[config.mk]
export PLATFORM = sky130hd
export DESIGN_NAME = dual_interrupt_routing_response
export DESIGN_NICKNAME = d
export VERILOG_FILES = /design/src/include/irq_route_pkg.sv /design/src/verilog/dual_interrupt_routing_response.sv
export SDC_FILE = /design/constraint.sdc
export NUM_CORES = 1
export LEC_CHECK = 0
export ABC_AREA = 0
export BUFFER_PORTS_ARGS = -buffer_cell sky130_fd_sc_hd__buf_4
export CAP_MARGIN = 5
export CORE_AREA = 2 2 89 91
export CTS_BUF_LIST = sky130_fd_sc_hd__clkbuf_16
export CTS_CLUSTER_SIZE = 30
export DETAILED_ROUTE_END_ITERATION = 16
export DIE_AREA = 0 0 91 93
export GPL_TIMING_DRIVEN = 0
export PLACE_DENSITY = 0.87
export SKIP_CTS_REPAIR_TIMING = 1
export SLEW_MARGIN = 40
export SYNTH_ARGS = -nofsm -noshare
export SYNTH_HDL_FRONTEND = slang
export SYNTH_SLANG_ARGS = --single-unit
[constraint.sdc]
create_clock -name core_clk_i -period 1 [get_ports core_clk_i]
set_input_delay 0 -clock core_clk_i [delete_from_list [all_inputs] [get_ports core_clk_i]]
set_output_delay 0 -clock core_clk_i [all_outputs]
set_load 0.01 [all_outputs]
[src/include/irq_route_pkg.sv]
/*
 * constants and carrier types for the dual interrupt routing block.
 * assumes a single core clock domain and static board settings.
 */
// What this block does
// - independent mode keeps both controllers unlinked, eight levels each.
// - independent: first takes control lines, second onboard sources only.
// - independent mode drives two separate bus request lines.
// - independent: response port read goes to the addressed controller.
// - cascaded mode drives at most one bus request line.
// - no external sorter: cascaded pair drives the pINT line directly.
// - with sorter: vectored lines, one cascaded, two independent.
// - selectable vectored line for cascade, and one per controller.
// - acknowledge response on: response byte driven during sINTA read.
// - acknowledge response off: ignore sINTA, answer only port reads.
// - cascaded: one sixteen-level system, either controller on top.
// - polarity-adjusted control lines feed first controller, 0 highest.
// - onboard sources into the priority matrix are active low.
package irq_route_pkg;

    localparam int NUM_CTL = 8;
    localparam int NUM_LVL = 8;
    localparam int NUM_VI = 8;
    localparam int NUM_SRC = 10;
    localparam int SEL_W = 4;
    localparam int LINE_W = 3;
    localparam int IDX16_W = 4;
    localparam int BASE8_LSB = 3;
    localparam int BASE16_LSB = 4;
    localparam logic [7:0] RESET_BYTE = 8'h00;

    typedef struct packed {
        logic cascaded;
        logic a_higher;
        logic use_vectored;
        logic [LINE_W-1:0] cas_line;
        logic [LINE_W-1:0] line_a;
        logic [LINE_W-1:0] line_b;
        logic ack_resp;
        logic steer_indep;
    } cfg_t;

    typedef struct packed {
        cfg_t cfg;
        logic cfg_valid;
        logic pint_oe;
        logic [NUM_VI-1:0] vi_oe;
        logic [7:0] dout;
        logic dout_oe;
    } state_t;

endpackage

[src/verilog/dual_interrupt_routing_response.sv]
/*
 * routing and response logic around two eight-input priority controllers.
 * assumes static settings, synchronous inputs, decoded read strobes and
 * a board wire that is pulled low wherever an output enable is high.
 */
`timescale 1ns/1ps
module dual_interrupt_routing_response #(
    parameter int NUM_SRC = irq_route_pkg::NUM_SRC
) (
    input wire logic core_clk_i,
    input wire logic rst_n_i,
    input wire logic ce_i,
    input wire logic cascade_independent_setting_i,
    input wire logic ctl_a_higher_i,
    input wire logic bus_line_select_setting_i,
    input wire logic [2:0] cascade_line_i,
    input wire logic [2:0] line_a_i,
    input wire logic [2:0] line_b_i,
    input wire logic acknowledge_response_setting_i,
    input wire logic response_read_steering_setting_i,
    input wire logic [7:0] control_line_i,
    input wire logic [7:0] control_line_polarity_setting_i,
    input wire logic [NUM_SRC-1:0] onboard_src_n_i,
    input wire logic [31:0] onboard_source_priority_matrix_i,
    input wire logic [7:0] mask_a_i,
    input wire logic [7:0] mask_b_i,
    input wire logic enable_a_i,
    input wire logic enable_b_i,
    input wire logic [7:0] vec_base_a_i,
    input wire logic [7:0] vec_base_b_i,
    input wire logic sinta_i,
    input wire logic pdbin_i,
    input wire logic rd_resp_a_i,
    input wire logic rd_resp_b_i,
    output logic pint_oe_o,
    output logic [7:0] vi_oe_o,
    output logic [7:0] data_in_o,
    output logic data_in_oe_o
);

    // ------------------------------------------------------------
    // reset release
    // ------------------------------------------------------------
    logic rst_meta_ff;
    logic rst_sync_ff;

    always_ff @(posedge core_clk_i or negedge rst_n_i) begin
        if (!rst_n_i) begin
            rst_meta_ff <= 1'b0;
            rst_sync_ff <= 1'b0;
        end else begin
            rst_meta_ff <= 1'b1;
            rst_sync_ff <= rst_meta_ff;
        end
    end

    // ------------------------------------------------------------
    // priority decode
    // ------------------------------------------------------------
    function automatic logic [3:0] prio8(input logic [7:0] req);
        logic [3:0] r;
        r = 4'h0;
        for (int i = 7; i >= 0; i--) begin
            if (req[i]) begin
                r = {1'b1, i[2:0]};
            end
        end
        return r;
    endfunction

    logic [7:0] req_a;
    logic [7:0] req_b;
    logic [7:0] pend_a;
    logic [7:0] pend_b;

    // polarity adjusted lines, line 0 on input 0
    assign req_a = control_line_i ^ control_line_polarity_setting_i;

    genvar g;
    generate
        for (g = 0; g < irq_route_pkg::NUM_LVL; g++) begin : g_matrix
            logic [irq_route_pkg::SEL_W-1:0] sel;
            assign sel = onboard_source_priority_matrix_i[g*4 +: 4];
            // unused or out of range selections never request
            assign req_b[g] = (int'(sel) < NUM_SRC) ?
                              ~onboard_src_n_i[sel] : 1'b0;
        end
    endgenerate

    assign pend_a = req_a & mask_a_i & {8{enable_a_i}};
    assign pend_b = req_b & mask_b_i & {8{enable_b_i}};

    logic [3:0] pa;
    logic [3:0] pb;
    logic [7:0] resp_a;
    logic [7:0] resp_b;
    logic [7:0] resp_c;
    logic any_a;
    logic any_b;
    logic [3:0] idx_c;
    irq_route_pkg::state_t state_ff;
    irq_route_pkg::state_t nxt_state;

    assign pa = prio8(pend_a);
    assign pb = prio8(pend_b);
    assign any_a = pa[3];
    assign any_b = pb[3];
    assign resp_a = {vec_base_a_i[7:3], pa[2:0]};
    assign resp_b = {vec_base_b_i[7:3], pb[2:0]};

    // ------------------------------------------------------------
    // cascaded sixteen levels
    // ------------------------------------------------------------
    always_comb begin
        idx_c = 4'h0;
        if (state_ff.cfg.a_higher) begin
            idx_c = any_a ? {1'b0, pa[2:0]} : {1'b1, pb[2:0]};
        end else begin
            idx_c = any_b ? {1'b0, pb[2:0]} : {1'b1, pa[2:0]};
        end
    end
    assign resp_c = {vec_base_a_i[7:4], idx_c};

    // ------------------------------------------------------------
    // state
    // ------------------------------------------------------------
    logic ack_hit;
    logic port_hit;

    assign ack_hit = sinta_i & pdbin_i & state_ff.cfg.ack_resp;
    assign port_hit = pdbin_i & (rd_resp_a_i | rd_resp_b_i);

    always_comb begin
        nxt_state = state_ff;
        if (!state_ff.cfg_valid) begin
            // settings taken once, then held
            nxt_state.cfg.cascaded = cascade_independent_setting_i;
            nxt_state.cfg.a_higher = ctl_a_higher_i;
            nxt_state.cfg.use_vectored = bus_line_select_setting_i;
            nxt_state.cfg.cas_line = cascade_line_i;
            nxt_state.cfg.line_a = line_a_i;
            nxt_state.cfg.line_b = line_b_i;
            nxt_state.cfg.ack_resp = acknowledge_response_setting_i;
            nxt_state.cfg.steer_indep = response_read_steering_setting_i;
            nxt_state.cfg_valid = 1'b1;
        end else begin
            nxt_state.pint_oe = 1'b0;
            nxt_state.vi_oe = '0;
            if (state_ff.cfg.cascaded) begin
                if (state_ff.cfg.use_vectored) begin
                    nxt_state.vi_oe[state_ff.cfg.cas_line] =
                        any_a | any_b;
                end else begin
                    nxt_state.pint_oe = any_a | any_b;
                end
            end else begin
                // two lines even without a sorter setting
                nxt_state.vi_oe[state_ff.cfg.line_a] = any_a;
                nxt_state.vi_oe[state_ff.cfg.line_b] =
                    nxt_state.vi_oe[state_ff.cfg.line_b] | any_b;
            end
            nxt_state.dout_oe = ack_hit | port_hit;
            nxt_state.dout = irq_route_pkg::RESET_BYTE;
            if (state_ff.cfg.cascaded || !state_ff.cfg.steer_indep) begin
                nxt_state.dout = resp_c;
                if (!state_ff.cfg.cascaded) begin
                    nxt_state.dout = any_a ? resp_a : resp_b;
                end
            end else if (port_hit) begin
                nxt_state.dout = rd_resp_b_i ? resp_b : resp_a;
            end else begin
                nxt_state.dout = any_a ? resp_a : resp_b;
            end
        end
    end

    always_ff @(posedge core_clk_i or negedge rst_sync_ff) begin
        if (!rst_sync_ff) begin
            state_ff <= '0;
        end else if (ce_i) begin
            state_ff <= nxt_state;
        end
    end

    assign pint_oe_o = state_ff.pint_oe;
    assign vi_oe_o = state_ff.vi_oe;
    assign data_in_o = state_ff.dout;
    assign data_in_oe_o = state_ff.dout_oe;

    logic live_ff;
    logic live;

    // previous edge updated state with settings already held
    always_ff @(posedge core_clk_i or negedge rst_sync_ff) begin
        if (!rst_sync_ff) begin
            live_ff <= 1'b0;
        end else begin
            live_ff <= ce_i & state_ff.cfg_valid;
        end
    end
    assign live = state_ff.cfg_valid & ce_i & live_ff;
endmodule

==> results of run 1 <==
==> state kept, by name, summed over array words and instances (netlist names) <==
| name | flops |
|---|---|
| state_ff | 15 |
| rst_meta_ff | 1 |
| vi_oe_o | 8 |
| data_in_o | 8 |
| pint_oe_o | 1 |
| data_in_oe_o | 1 |
| rst_sync_ff | 1 |
==> worst reg2reg max path: stages, from the launching register on <==
cell and delay, ns:
dfrtp_2 0.45, xor2_1 0.16, or4_1 0.57, buf_6 0.18, nand4_1 0.11, o211a_1 0.18
a221o_1 0.12
==> per-layer routing <==
| metal | vias to the layer above | wire length [um] | share of wire, % |
|---|---|---|---|
| met5 | - | 0 | 0 |
| met4 | 0 | 331 | 2.9 |
| met3 | 41 | 742 | 6.5 |
| met2 | 207 | 6060 | 53 |
| met1 | 1769 | 4352 | 38 |
| li1 | 1721 | - | - |
==> how the worst min path moves through the flow <==
stage / from / end / cells past startpoint
2_1_floorplan: rst_n_i / rst_meta_ff / 0
3_3_place_gp: rst_n_i / rst_meta_ff / 1
3_5_place_dp: rst_n_i / rst_meta_ff / 1
4_1_cts: rst_n_i / rst_sync_ff / 1
5_1_grt: pdbin_i / data_in_oe_o / 3
6_report: pdbin_i / data_in_oe_o / 3
==> power breakdown <==
group	leakage (nW)	switching, W	internal, W
Sequential	0.428	0.000238	0.00161
Combinational	1.86	0.00113	0.00147
Clock	0.0649	0.000575	0.000904
==> kinds of logic after synthesis <==
logic type | synth area share [%]
AOI/OAI and AO/OA | 21.95
xor gates and xnor gates | 2.903
buffers and inverters | 7.918
DFF | 26.40
muxes | 18.25
other | 0.1130
and+or+nand+nor | 22.47
==> per-stage QoR <==
step                      util (%)  hold WS [ns]
after floorplan                  -       -0.2956
after global placement       59.31       -0.2172
after detailed placement     59.31       -0.2149
after CTS                    61.17       -0.5074
after global routing         69.73       0.01262
final                        69.76     -0.001189
==> layout make-up <==
type | instances | area (um^2) | area share (%)
diodes | 1 | 2.502 | 0.04765
well taps | 102 | 127.6 | 2.430
clock inverters | 3 | 15.01 | 0.2859
multi-input cells | 288 | 2514 | 47.87
inverters | 11 | 41.29 | 0.7863
repair buffers | 158 | 1280 | 24.37
flip-flops and latches | 35 | 889.6 | 16.94
plain buffers | 29 | 256.5 | 4.884
clock buffers | 5 | 125.1 | 2.383
==> cells in the final DEF, fill, tap and decap left out, types with 3 or more instances in the layout <==
| cell type | netlist | final |
|---|---|---|
| and2_4 | 1 | 4 |
| a31oi_1 | 9 | 8 |
| a221oi_2 | 1 | 3 |
| and3_1 | 3 | 3 |
| nor3b_1 | 9 | 9 |
| nor2b_1 | 10 | 7 |
| o21ai_1 | 1 | 6 |
| mux2i_1 | 23 | 22 |
| nand2_1 | 31 | 29 |
| o32ai_1 | 5 | 3 |
| dlygate4sd3_1 | 0 | 16 |
| xor2_1 | 7 | 5 |
| and2_1 | 7 | 4 |
| mux2_2 | 31 | 17 |
| nor4b_1 | 4 | 4 |
| clkbuf_16 | 0 | 7 |
| nor3_1 | 7 | 7 |
| o311ai_2 | 1 | 3 |
| a22oi_1 | 4 | 3 |
| a21oi_1 | 6 | 5 |
| buf_8 | 0 | 3 |
| o21ai_0 | 17 | 12 |
| nand3b_1 | 8 | 8 |
| or3_1 | 6 | 5 |
| o22ai_1 | 5 | 5 |
| a21oi_2 | 2 | 3 |
| a221o_1 | 8 | 8 |
| nor2_1 | 16 | 14 |
| a32oi_1 | 4 | 4 |
| and3b_1 | 4 | 4 |
| buf_4 | 16 | 151 |
| mux2_4 | 1 | 15 |
| dfrtp_1 | 35 | 26 |
| dfrtp_2 | 0 | 8 |
| nand4_1 | 3 | 3 |
| buf_6 | 3 | 9 |
| nand3_1 | 5 | 4 |
| inv_1 | 11 | 11 |
| a2111oi_0 | 4 | 3 |
==> impl_metrics.toml, run 1 <==
[routing]
first_pass_iters = 4
vias = 3738
post_drt_wl_per_cell_um = 18.17
drc = 0
initialDrtViolationCount = 190
drt-total-wl_um = 11490
final_antenna_net_count = 0
via_per_inst = 5.915

[pwr]
ir_worst_vdd_v = 0.0006115
power_w = 0.005926
p_per_area_nw_per_um2 = 1129
p_leak_nw = 2.351

[clock_network]
htree_levels = 2
clkSlewWorstSetupHoldPaths_ns = 0.06
numCtsBuffers = 5
cts_tree = "done"
clk_latency_ns = 0.28
numClockSinks = 35
cts_max_path_buffers = 2
cts_root_buf = "clkbuf_16"

[finish]
final_area_um2 = 5251
finalNonFillerCells = 632
syn_to_final_growth_pct = 58.26
fin_nets = 641
fill_cells = 562
final_layout_size_suffix_gt1_share_pct = 49.72

[timing]
fin_tns_setup_ns = -15.01
finalClockSkew_ns = 0.006202
relSlewSlack_pct = 62.10
final.min_clock_period_ns = 1.834
rsz0062_at_grt = "yes"
whs_ns = -0.001189
worst_slack_ns = -0.8335
period_share_pct = 183.4
finalMaxSlewViolations = 0
fmax_mhz = 545.4
setup_viol = 31
hold_viol = 1
worst_pin_slew_ns = 0.5542

[run]
max-cap-violations = 0

[logic_synthesis]
yosysWarningCount = 0
netlist_instances = 370
yosys-top-cells-count = "dfrtp_1, mux2_2, nand2_1"
synth.most_common_cell = "dfrtp_1"
ys_types = 68
syn_area_um2 = 3318
synth-main-ff-cell = "dfrtp_1"
synthArstFlopShare_pct = 100.0
synth_top_area_share_pct = 26.40
yosys.area.top_type = "dfrtp_1"
synth_fp_nets = 483
synth_area_per_cell_um2 = 8.968
synth-edff-count = 0
synth_seq_area_share_pct = 26.40
synthTopCellsByArea = "dfrtp_1, mux2_2, mux2i_1"
synth_seq_cells = 35

[critical_path]
path_class = "register to register"
cp-end-kind = "register"
arrival_ns = 2.04
cp_slowest_stage_delay_ns = 0.57
cp_max_fo = 8
critPathTopFamily = "simple AND/OR/NAND/NOR gates"
r2r_end = "vi_oe_o[5]"
cp-start-kind = "register"
cp.required_ns = 1.21
critical_path.cell_chain = "xor2_1, or4_1, buf_6, nand4_1, o211a_1, a221o_1"
crit_start = "state_ff[23]"
path_buf_inv = 1
r2r_cells = 6
r2r-start = "state_ff[23]"
cp-endpoint = "vi_oe_o[5]"
rrSetupSlack_ns = -0.83
path_depth = 6
critPathSlowestCell = "or4_1"

[placement]
placed_area_um2 = 4464
portBuffers = 120
dp_slack_ns = -1.216
gp_congestion = 0.8588
detailed_place_hpwl_um = 7470
dp_cells = 592

[grt]
grt_overflow = 0
antenna_found_initial = 0
met3_usage_pct = 4.110
use_met2_pct = 41.67
track_usage_pct = 22.90
grt_start_max_net_pins = 34
grt_pass1_vias = 3479
grt_use_met1_pct = 27.58
grt_first_pass_wirelength_um = 16090
grt.busiest_layer = "met2"

[floorplan]
rows = 32
die_h_um = 93
die_area_um2 = 8463
start_util_pct = 44.08
die_w_um = 91
ios = 131
core_area_um2 = 7527

[worst_hold_path]
hp-class = "input port to register"

[run_status]
violations = "negative hold slack, negative setup slack"
status = "finished with violations"
Note: power is estimated with default switching activity, not from simulation.
==> run 2: changes to the inputs <==
--- a/config.mk
+++ b/config.mk
@@ -6,15 +6,14 @@
 export NUM_CORES = 1
 export LEC_CHECK = 0
 export ABC_AREA = 0
-export BUFFER_PORTS_ARGS = -buffer_cell sky130_fd_sc_hd__buf_4
+export BUFFER_PORTS_ARGS = -buffer_cell sky130_fd_sc_hd__clkbuf_2
 export CAP_MARGIN = 5
 export CORE_AREA = 2 2 89 91
-export CTS_BUF_LIST = sky130_fd_sc_hd__clkbuf_16
 export CTS_CLUSTER_SIZE = 30
 export DETAILED_ROUTE_END_ITERATION = 16
 export DIE_AREA = 0 0 91 93
 export GPL_TIMING_DRIVEN = 0
-export PLACE_DENSITY = 0.87
+export PLACE_DENSITY_LB_ADDON = 0.25
 export SKIP_CTS_REPAIR_TIMING = 1
 export SLEW_MARGIN = 40
 export SYNTH_ARGS = -nofsm -noshare
==> impl_metrics.toml, run 2 (synthesis gave the netlist of run 1 again) <==
[run_status]
status = "finished with violations"
violations = "negative hold slack, negative setup slack"

[timing]
relSlewSlack_pct = 66.31
worst_slack_ns = -0.8005
period_share_pct = 180.1
setup_viol = 31
whs_ns = -0.01513
rsz0062_at_grt = "yes"
finalClockSkew_ns = 0.009219
final.min_clock_period_ns = 1.801
finalMaxSlewViolations = 0
hold_viol = 4
fmax_mhz = 555.4
worst_pin_slew_ns = 0.5038

[finish]
layout_common_cells = "clkbuf_2, buf_4, nand2_1"
fin_nets = 641
top_register = "state_ff"
final_layout_size_suffix_gt1_share_pct = 48.96
antennaDiodeCount = 0
final_common_cell = "clkbuf_2"
final_area_um2 = 4820
largest_reg_flops = 15
syn_to_final_growth_pct = 45.25
finalNonFillerCells = 631

[clock_network]
cts_tree = "done"
htree_levels = 2
cts_max_path_buffers = 2
numCtsBuffers = 5
cts_root_buf = "clkbuf_8"
numClockSinks = 35
clkSlewWorstSetupHoldPaths_ns = 0.07
clk_latency_ns = 0.29

[worst_hold_path]
hp-class = "input port to register"

[placement]
gp_congestion = 0.8441
detailed_place_hpwl_um = 7035
dp_cells = 592
placed_area_um2 = 4164
portBuffers = 120

[pwr]
p_int_w = 0.003394
p_sw_share_pct = 33.95
p_switching_w = 0.001744
p_leak_nw = 2.229
p_seq_share_pct = 35.6
p_per_area_nw_per_um2 = 1066
clkPwrFrac_pct = 20.5
ir_worst_vdd_v = 0.0005374
comb_power_share_pct = 43.9

[critical_path]
cp_slowest_stage_delay_ns = 0.41
cp-start-kind = "input port"
cp.required_ns = 1.17
path_class = "input port to register"
critPathSlowestCell = "o311ai_2"
critical_path.cell_chain = "clkbuf_2, nor2b_1, a2111oi_2, o311ai_2, and4b_2, and2_4, buf_8, buf_6, a31oi_1, a221o_1"
arrival_ns = 1.97
cp_max_fo = 8
cp-end-kind = "register"

[floorplan]
die_area_um2 = 8463
die_w_um = 91
ios = 131
rows = 32
start_util_pct = 44.08
die_h_um = 93
core_area_um2 = 7527

[grt]
grt_first_pass_wirelength_um = 14880
grt.busiest_layer = "met2"
grt_pass1_vias = 3289
antenna_found_initial = 0
grt_overflow = 0
track_usage_pct = 21.10
met3_usage_pct = 3.707
grt_use_met1_pct = 26.14
use_met2_pct = 37.10
grt_start_max_net_pins = 34

[routing]
drc = 0
first_pass_iters = 4
final_antenna_net_count = 0
vias = 3509
via_per_inst = 5.561
drt-total-wl_um = 9428
post_drt_wl_per_cell_um = 14.94
initialDrtViolationCount = 142

[run]
max-cap-violations = 0
run 2: changes by cell type in the layout (fill, tap and decap cells not counted), sizes merged:
cell,before,now
buf,166,56
clkbuf,10,122
clkinv,2,1
clkinvlp,1,0
diode,1,0
run 2: layer usage:
metal / wire length, um / share of wire [%] / vias up
li1: - / - / 1719
met1: 3984 / 42 / 1646
met2: 4716 / 50 / 126
met3: 496 / 5.3 / 18
met4: 230 / 2.4 / 0
met5: 0 / 0 / -
run 2: critical path, delay by kind of cell:
kind                   cells  cell delay, ns
buffers and inverters      3            0.44
AO/OA/AOI/OAI              4            0.81
AND/OR/NAND/NOR            3            0.72
run 2: final cells by class:
cell class                      count  area (um^2)
Timing Repair Buffer              158        973.4
Inverter                           11        41.29
Multi-Input combinational cell    288         2451
Buffer                             29        247.7
Tap cell                          102        127.6
Clock buffer                        7        86.33
Sequential cell                    35        887.1
Fill cell                         687         2708
Clock inverter                      1        5.005
run 2: metrics by stage:
stage / hold WS (ns) / total power (W) / worst slack [ns] / setup TNS [ns] / util, %
floorplan: -0.2956 / 0.003088 / -0.8470 / -14.33 / -
global placement: -0.2137 / 0.003710 / -1.221 / -22.58 / 55.32
detailed placement: -0.2120 / 0.003767 / -1.233 / -23.54 / 55.32
CTS: -0.5145 / 0.004810 / -0.9472 / -19.01 / 56.53
global route: 0.005502 / 0.005438 / -0.8938 / -18.66 / 64.03
finish: -0.01513 / 0.005138 / -0.8005 / -16.63 / 64.03
run 2: final timing paths:
kind / from / slack (ns) / end / cells after the start
min in group asynchronous: rst_n_i / 0.03 / rst_sync_ff / 2
worst min-delay path: vec_base_a_i[4] / -0.02 / data_in_o[4] / 3
worst min register to register: rst_sync_ff / 0.27 / state_ff[24] / 0
max in group asynchronous: rst_sync_ff / 0.39 / state_ff[32] / 0
worst max register to register: state_ff[25] / -0.71 / vi_oe_o[5] / 6
worst max-delay path: onboard_src_n_i[4] / -0.80 / vi_oe_o[0] / 10
run 2: power by group through the flow:
stage / registers, W / clock network [W] / logic [W]
floorplan: 0.00173 / 0 / 0.00135
global placement: 0.00176 / 0 / 0.00195
detailed placement: 0.00177 / 0 / 0.00199
CTS: 0.00175 / 0.00106 / 0.00200
global route: 0.00186 / 0.00113 / 0.00245
finish: 0.00183 / 0.00105 / 0.00226
==> run 3: changes to the inputs <==
==> constraint.sdc (replaced) <==
create_clock -name core_clk_i -period 1.8 [get_ports core_clk_i]
set_input_delay 0 -clock core_clk_i [delete_from_list [all_inputs] [get_ports core_clk_i]]
set_output_delay 0 -clock core_clk_i [all_outputs]
set_load 0.01 [all_outputs]
==> impl_metrics.toml, run 3 (synthesis gave the netlist of run 1 again) <==
[run_status]
status = "finished with violations"
violations = "negative hold slack"

[clock_network]
numClockSinks = 35
cts_max_path_buffers = 2
clkSlewWorstSetupHoldPaths_ns = 0.07
htree_levels = 2
clk_latency_ns = 0.28
numCtsBuffers = 5
cts_tree = "done"
cts_root_buf = "clkbuf_8"

[pwr]
comb_power_share_pct = 41.6
clkPwrFrac_pct = 22.3
p_leak_nw = 2.101
p_per_area_nw_per_um2 = 611.7
ir_worst_vdd_v = 0.0004571
p_switching_w = 0.0009280
p_int_w = 0.001853
p_sw_share_pct = 33.37
p_seq_share_pct = 36.1

[critical_path]
cp.required_ns = 1.99
arrival_ns = 1.96
cp-end-kind = "register"
cp_max_fo = 8
path_class = "input port to register"
cp-start-kind = "input port"

[timing]
final.min_clock_period_ns = 1.765
finalClockSkew_ns = 0.003871
fmax_mhz = 566.6
setup_viol = 0
rsz0062_at_grt = "yes"
whs_ns = -0.01229
hold_viol = 2
worst_slack_ns = 0.03509
period_share_pct = 98.05
finalMaxSlewViolations = 0
worst_pin_slew_ns = 0.5685
relSlewSlack_pct = 61.98

[finish]
fill_cells = 702
final_layout_size_suffix_gt1_share_pct = 43.19
syn_to_final_growth_pct = 37.03
fin_nets = 626
largest_reg_flops = 15
final_common_cell = "clkbuf_2"
finalNonFillerCells = 616
layout_common_cells = "clkbuf_2, dfrtp_1, nand2_1"
antennaDiodeCount = 0
top_register = "state_ff"

[floorplan]
die_w_um = 91
ios = 131
die_area_um2 = 8463
core_area_um2 = 7527
start_util_pct = 44.08
rows = 32
die_h_um = 93

[routing]
final_antenna_net_count = 0
post_drt_wl_per_cell_um = 15.39
vias = 3448
drc = 0
via_per_inst = 5.597
initialDrtViolationCount = 264
first_pass_iters = 7
drt-total-wl_um = 9482

[placement]
detailed_place_hpwl_um = 7082
dp_cells = 592
gp_congestion = 0.9291
dp_slack_ns = -0.5000
portBuffers = 120

[grt]
grt_overflow = 0
grt_first_pass_wirelength_um = 14620
track_usage_pct = 20.92
grt_start_max_net_pins = 34
grt_pass1_vias = 3177
antenna_found_initial = 0

[run]
max-cap-violations = 0

[worst_hold_path]
hp-class = "input port to register"
-- run 3: routing by layer --
layer,vias up,track usage (%),share of wire (%)
met5,-,0,0
met4,0,4.040,0.91
met3,9,3.948,6.4
met2,146,34.81,48
met1,1601,28.64,45
li1,1692,-,-
-- run 3: stage by stage --
step	TNS, ns	hold slack (ns)	total power, W	area, um^2	utilization [%]
finish	0	-0.01229	0.002781	4547	60.41
global route	-0.2267	0.01462	0.002947	4547	60.41
CTS	-2.359	-0.5149	0.002667	4151	55.15
detailed placement	-7.351	-0.2122	0.002044	4051	53.82
global placement	-7.303	-0.2121	0.002014	4050	53.81
floorplan	-0.06627	-0.2956	0.001672	3322	-
-- run 3: power groups by stage --
stage	logic [W]	clock network, W	registers, W
after CTS	0.00106	0.000634	0.000970
after global routing	0.00126	0.000663	0.00102
after detailed placement	0.00106	0	0.000985
final	0.00116	0.000621	0.00100
after global placement	0.00103	0	0.000983
after floorplan	0.000710	0	0.000962
-- run 3: final timing paths --
path                               startpoint  cells past startpoint      endpoint  slack (ns)
setup / recovery           onboard_src_n_i[6]                      9  data_in_o[1]        0.04
hold / removal                        pdbin_i                      3  data_in_oe_o       -0.01
setup reg to reg                 state_ff[25]                      4    vi_oe_o[2]        0.11
hold reg to reg                   rst_sync_ff                      0  data_in_o[5]        0.20
max in group asynchronous         rst_sync_ff                      1  state_ff[23]        1.17
min in group asynchronous             rst_n_i                      2   rst_sync_ff        0.02
-- run 3: critical path, cell delays in order --
cell,delay (ns)
buf_2,0.16
mux2_4,0.27
or3_1,0.33
a311o_1,0.31
buf_4,0.14
a211oi_1,0.19
o21ai_1,0.10
a22o_1,0.22
a221oi_2,0.23
-- run 3: area by class of cell --
cell class                 instances  area (um^2)  area share, %
timing repair buffer             143        864.6          19.01
clock buffer                       8        100.1          2.201
inverter                          11        41.29         0.9081
sequential                        35        879.6          19.35
multi-input combinational        288         2326          51.16
tap                              102        127.6          2.807
buffer                            29        207.7          4.568
